--- src/core/fbp_regs.svh ---
// register offsets, field positions and reset values of the protection block
`ifndef FBP_REGS_SVH
`define FBP_REGS_SVH
`define FBP_OFF_CONFIG 4'h0
`define FBP_OFF_STATUS 4'h1
`define FBP_OFF_MASK 4'h2
`define FBP_OFF_NVADDR 4'h3
`define FBP_STAT_VIOL_BIT 5
`define FBP_SEL_NONE 6'h3f
`define FBP_SEL_ALL_MAX 6'h18
`define FBP_STEP_BYTES 17'h00600
`define FBP_TOP_END 17'h10000
`define FBP_NV_ADDR 16'hffbd
`define FBP_SEL_RESET 6'h3f
`define FBP_MASK_RESET 8'h00
`endif

--- src/core/fbp_pkg.sv ---
// types of the flash block protection logic
package fbp_pkg;
    typedef enum logic [1:0] {
        FBP_LOAD_REQ,
        FBP_LOAD_WAIT,
        FBP_RUN
    } fbp_state_t;
endpackage

--- src/core/fbp_check_if.sv ---
// address check connection between the top and the range checker
`timescale 1ns/1ps
interface fbp_check_if;
    logic [5:0] sel;
    logic [15:0] addr;
    logic hit;
    modport top (output sel, output addr, input hit);
    modport chk (input sel, input addr, output hit);
endinterface

--- src/core/fbp_range_check.sv ---
// decides whether an address lies in the protected top region
`timescale 1ns/1ps
`include "fbp_regs.svh"
module fbp_range_check
    import fbp_pkg::*;
(
    fbp_check_if.chk chk
);
    logic [16:0] span;
    logic [16:0] lower;
    logic [5:0] steps;

    always_comb begin
        steps = `FBP_SEL_NONE - chk.sel;
        span = 17'(`FBP_STEP_BYTES * {11'h000, steps});
        // clamp at zero
        if (chk.sel <= `FBP_SEL_ALL_MAX) begin
            lower = 17'h00000;
        end else begin
            lower = `FBP_TOP_END - span;
        end
        if (chk.sel == `FBP_SEL_NONE) begin
            chk.hit = 1'b0;
        end else begin
            chk.hit = {1'b0, chk.addr} >= lower;
        end
    end
endmodule

--- src/core/fbp_top.sv ---
// flash block protection: register, reset load, command gate, interrupt
//
// Function
// six-bit select field, two upper register bits reserved read zero.
// erase or program inside the protected region is blocked.
// register loads from nonvolatile configuration byte during reset.
// region ends at top; 0x3f none; each step down adds 1.5K.
// select 0x18 down to 0x00 protects the whole 64K space.
// blocked command ignored, sets status bit 5; write one clears it. The code also clears it on a status read, unless a command is blocked that cycle.
// lower bound is top minus 0x600 times (0x3f - select), clamped.
`timescale 1ns/1ps
`include "fbp_regs.svh"
module fbp_top
    import fbp_pkg::*;
(
    input wire logic ref_clk,
    input wire logic rst_n,
    input wire logic [3:0] reg_addr,
    input wire logic [7:0] reg_wdata,
    input wire logic reg_wr,
    input wire logic reg_rd,
    output logic [7:0] reg_rdata,
    output logic nv_rd_req,
    output logic [15:0] nv_rd_addr,
    input wire logic nv_rd_valid,
    input wire logic [7:0] nv_rd_data,
    input wire logic cmd_launch,
    input wire logic cmd_modify,
    input wire logic [15:0] cmd_addr,
    output logic cmd_accept,
    output logic cmd_reject,
    output logic prot_ready,
    output logic irq
);
    fbp_state_t state_q;
    logic [5:0] sel_q;
    logic viol_q;
    logic [7:0] mask_q;
    logic [7:0] rdata_q;
    logic [7:0] status;
    logic blocked;
    logic viol_set;
    logic status_rd;

    fbp_check_if chk_if ();

    fbp_range_check u_check (
        .chk(chk_if.chk)
    );

    assign chk_if.sel = sel_q;
    assign chk_if.addr = cmd_addr;

    // ------------------------------------------------------------
    // reset load of the protection register
    // ------------------------------------------------------------
    always_ff @(posedge ref_clk or negedge rst_n) begin
        if (!rst_n) begin
            state_q <= FBP_LOAD_REQ;
        end else begin
            case (state_q)
                FBP_LOAD_REQ: state_q <= FBP_LOAD_WAIT;
                FBP_LOAD_WAIT: begin
                    if (nv_rd_valid) begin
                        state_q <= FBP_RUN;
                    end
                end
                FBP_RUN: state_q <= FBP_RUN;
                default: state_q <= FBP_LOAD_REQ;
            endcase
        end
    end

    always_ff @(posedge ref_clk or negedge rst_n) begin
        if (!rst_n) begin
            sel_q <= `FBP_SEL_RESET;
        end else if (state_q == FBP_LOAD_WAIT && nv_rd_valid) begin
            sel_q <= nv_rd_data[5:0];
        end
    end

    assign nv_rd_req = (state_q == FBP_LOAD_REQ);
    assign nv_rd_addr = `FBP_NV_ADDR;
    assign prot_ready = (state_q == FBP_RUN);

    // ------------------------------------------------------------
    // command gate
    // ------------------------------------------------------------
    // modify commands before the load completes are refused as protected
    assign blocked = cmd_modify && (chk_if.hit || !prot_ready);
    assign cmd_accept = cmd_launch && !blocked;
    assign cmd_reject = cmd_launch && blocked;
    assign viol_set = cmd_reject;

    // ------------------------------------------------------------
    // status, mask and interrupt
    // ------------------------------------------------------------
    assign status_rd = reg_rd && reg_addr == `FBP_OFF_STATUS;

    always_ff @(posedge ref_clk or negedge rst_n) begin
        if (!rst_n) begin
            viol_q <= 1'b0;
        end else if (viol_set) begin
            viol_q <= 1'b1;
        end else if (reg_wr && reg_addr == `FBP_OFF_STATUS &&
                     reg_wdata[`FBP_STAT_VIOL_BIT]) begin
            viol_q <= 1'b0;
        end else if (status_rd) begin
            viol_q <= 1'b0;
        end
    end

    always_ff @(posedge ref_clk or negedge rst_n) begin
        if (!rst_n) begin
            mask_q <= `FBP_MASK_RESET;
        end else if (reg_wr && reg_addr == `FBP_OFF_MASK) begin
            mask_q <= reg_wdata;
        end
    end

    always_comb begin
        status = 8'h00;
        status[`FBP_STAT_VIOL_BIT] = viol_q;
    end

    assign irq = |(status & mask_q);

    // ------------------------------------------------------------
    // register read port
    // ------------------------------------------------------------
    always_ff @(posedge ref_clk or negedge rst_n) begin
        if (!rst_n) begin
            rdata_q <= 8'h00;
        end else if (reg_rd) begin
            case (reg_addr)
                `FBP_OFF_CONFIG: rdata_q <= {2'b00, sel_q};
                `FBP_OFF_STATUS: rdata_q <= status;
                `FBP_OFF_MASK: rdata_q <= mask_q;
                `FBP_OFF_NVADDR: rdata_q <= {7'h00, prot_ready};
                default: rdata_q <= 8'h00;
            endcase
        end else begin
            rdata_q <= 8'h00;
        end
    end

    assign reg_rdata = rdata_q;
endmodule

--- config.mk ---
export PLATFORM = sky130hd
export DESIGN_NAME = fbp_top
export DESIGN_NICKNAME = d
export VERILOG_FILES = /design/src/core/fbp_pkg.sv /design/src/core/fbp_check_if.sv /design/src/core/fbp_range_check.sv /design/src/core/fbp_top.sv
export VERILOG_INCLUDE_DIRS = /design/src /design/src/core
export SDC_FILE = /design/constraint.sdc
export NUM_CORES = 1
export LEC_CHECK = 0
export BUFFER_PORTS_ARGS = -buffer_cell sky130_fd_sc_hd__clkbuf_2
export CAP_MARGIN = 15
export CORE_MARGIN = 1
export CORE_UTILIZATION = 32
export DETAILED_ROUTE_END_ITERATION = 10
export GPL_ROUTABILITY_DRIVEN = 0
export HOLD_SLACK_MARGIN = 0.15
export PLACE_DENSITY = 0.61
export SLEW_MARGIN = 10
export SYNTH_ARGS = -nofsm -noshare
export SYNTH_HDL_FRONTEND = slang
export SYNTH_SLANG_ARGS = --single-unit
--- constraint.sdc ---
create_clock -name ref_clk -period 5.3 [get_ports ref_clk]
set_input_delay 0.795 -clock ref_clk [delete_from_list [all_inputs] [get_ports ref_clk]]
set_output_delay 0.795 -clock ref_clk [all_outputs]
set_load 0.1 [all_outputs]
==> flow_summary.toml <==
[logic_synthesis]
ys_ff_latch = 25
synth_ff_type = "dfrtp_1"
synth_area_mm2 = 0.00193
yosysSeqAreaShare = 0.328
synth_edf_count = 0
synth.distinct_cells = 49
synth_area_per_cell_um2 = 9.76
ys_async_sr_fraction = 1.00
synth_cells = 198
synth_warnings = 0

[global_routing]
track_usage = 0.127
grt_busiest_layer = "met2"
grt_max_degree = 26
antenna_found_initial = 0
overflow = 0
grt_pass1_vias = 1399
use_met1 = 0.164
grt_pass1_wl_um = 6260
gr-usage-met2 = 0.211
use_met3 = 0.0354

[timing]
setup_tns_ps = 0
skew_ps = 2.96
maxSlewViolCount = 0
setup_viol = 0
period_minus_slack_ps = 4880
relSlewSlack = 0.583
rsz0062_at_grt = "false"
max_freq_ghz = 0.205
hold_viol_final = 0
tightestPinTransition_ps = 626
fin_crit_sh = 0.921

[worst_setup_path]
critical_path_class = "reg2out"
ff2ff_setup_slack_ps = 1900
crit_chain = "inv_1, ha_1, inv_1, fa_1, nand3b_1, xnor2_1, nand2_1, ha_1, or4b_1, nor4_1, nand4_1, a31o_2, nand2_1, and4_1, clkbuf_2"
cp.depth = 15
crit_end = "cmd_reject"
cp_slowest_cell = "dfstp_2"
cp-startpoint = "chk_if.sel[0]$_DFFE_PN1P_"
path_delay_family = "simple AND/OR/NAND/NOR gates"
worst_ep_required_time_ps = 4510
path_max_fanout = 9
cp.arrival_ps = 4080
timing.rr.end = "viol_q$_DFFE_PN0P_"
worst_setup_path_end_kind = "output port"
reg2reg_depth = 13
cp_slowest_stage_delay_ps = 650
startpoint_type = "register"
crit_buf_inv = 3
rr_startpoint = "chk_if.sel[0]$_DFFE_PN1P_"

[job]
drv_cap = 0

[cells_and_area]
area_growth_pct = 16.8
layout-drive-gt1-share = 0.336
fin_area_mm2 = 0.00226
mostFrequentLayoutCell = "clkbuf_2"
layout_common_cells = "clkbuf_2, ha_1, dfrtp_1"
nets = 316
nFillCells = 595
fin_cells = 322
diodes = 0

[clock_tree]
ctsResizeCount = 0
path_clk_slew_ps = 90
numClockSinks = 25
clkLatencyLatePin_ps = 270
cts-buffers-inserted = 3
cts-htree-levels = 1
cts_root_buf = "clkbuf_8"
clk_path_buf_depth = 2
cts_tree = "done"
postCtsSetupBuffers = 0
postCtsHoldBufs = 0

[floorplanning]
coreArea_mm2 = 0.00568
chipWidth_um = 79.7
rows = 27
initial_utilization = 0.340
dieArea_mm2 = 0.00635
die_h_um = 79.7
io_pins = 72

[routing]
first_pass_iters = 4
drt-initial-drc-count = 70
postRouteAntennaNets = 0
vias = 1471
remaining_drc_errors = 0
routed_via_density = 4.57
wl_per_cell_um = 12.0
routed_wl_um = 3860

[min_path]
hold_class = "reg2reg"

[power_and_ir_drop]
power_density_mw_per_mm2 = 639
irDropWorstVdd_uv = 286
leakage_uw = 0.00113

[placement]
place_area_mm2 = 0.00221
place_hpwl_um = 3180
portBuffers = 53
dp_cells = 318

[outcome]
status = "completed"
worst reg2reg max path, cell delays in order (launching register included):
cell      delay (ps)
dfstp_2          650
inv_1             70
ha_1             220
inv_1             70
fa_1             420
nand3b_1         130
xnor2_1          120
nand2_1           70
ha_1             310
or4b_1           420
nor4_1           180
nand4_1          130
a31o_2           280
o31ai_1          230
stage by stage:
stage / utilization / setup WS (ps) / power, uW / hold WS (ps)
finish: 0.397 / 421 / 1440 / 510
global route: 0.397 / 218 / 1570 / 535
CTS: 0.397 / 385 / 1460 / 515
detailed placement: 0.389 / 703 / 1340 / 493
global placement: 0.389 / 718 / 1320 / 480
floorplan: - / 508 / 1170 / 471
report_power, final:
| part | internal [uW] | total, uW | switching, uW |
|---|---|---|---|
| clock | 53.3 | 117 | 63.8 |
| sequential | 260 | 326 | 66.4 |
| combinational | 376 | 998 | 622 |
routing by layer:
metal | vias to the layer above | wire length [um]
li1 | 756 | -
met2 | 49 | 1720
met3 | 4 | 266
met5 | - | 0
met4 | 0 | 27
met1 | 662 | 1850
registers in the layout (all words and copies together), names as in the netlist:
| name | flops |
|---|---|
| viol_q | 1 |
| mask_q | 8 |
| reg_rdata | 8 |
| state_q | 2 |
| chk_if.sel | 6 |
area by class of cell:
type | instances | area (um2) | area share
clock buffers | 3 | 41.3 | 0.0183
flip-flops and latches | 25 | 633 | 0.281
multi-input cells | 152 | 1160 | 0.514
repair buffers | 53 | 265 | 0.118
clock inverters | 1 | 7.51 | 0.00333
well taps | 72 | 90.1 | 0.0399
inverters | 16 | 60.1 | 0.0266
worst min-delay path by stage:
stage                                      from                    end  slack (ps)  cells past startpoint
after floorplan           mask_q[6]$_DFFE_PN0P_  mask_q[6]$_DFFE_PN0P_         470                      1
after global placement    mask_q[6]$_DFFE_PN0P_  mask_q[6]$_DFFE_PN0P_         480                      1
after detailed placement  mask_q[6]$_DFFE_PN0P_  mask_q[6]$_DFFE_PN0P_         490                      1
after CTS                 mask_q[6]$_DFFE_PN0P_  mask_q[6]$_DFFE_PN0P_         510                      1
after global routing      mask_q[4]$_DFFE_PN0P_  mask_q[4]$_DFFE_PN0P_         530                      1
final                     mask_q[6]$_DFFE_PN0P_  mask_q[6]$_DFFE_PN0P_         510                      1
cell usage after synthesis, drive strengths merged (3+ instances only):
library cell   n  area share
xnor2          3       0.014
nand3          6       0.016
nor2          12       0.023
dfrtp         19        0.25
xor2           5       0.027
nand2         16       0.031
nor3           4       0.013
buf           17       0.068
inv           16       0.031
o21a           3       0.012
o21ai          6       0.016
mux2i          6       0.031
ha            21        0.14
a21oi          6       0.017
mux2          14       0.082
dfstp          6       0.082
and4           3       0.014
kinds of logic (layout without fill, tap and decap cells):
family          count (synthesis)  count (layout)  share of synthesized area
simple gates                   59              59                      0.170
buf+inv                        35              73                      0.103
compound gates                 27              27                     0.0959
flops                          25              25                      0.328
fa+ha+maj                      22              22                      0.146
mux                            20              20                      0.113
xor+xnor                        8               8                     0.0402
other cells                     2              16                    0.00389
Power figures use the tool's default switching activity.
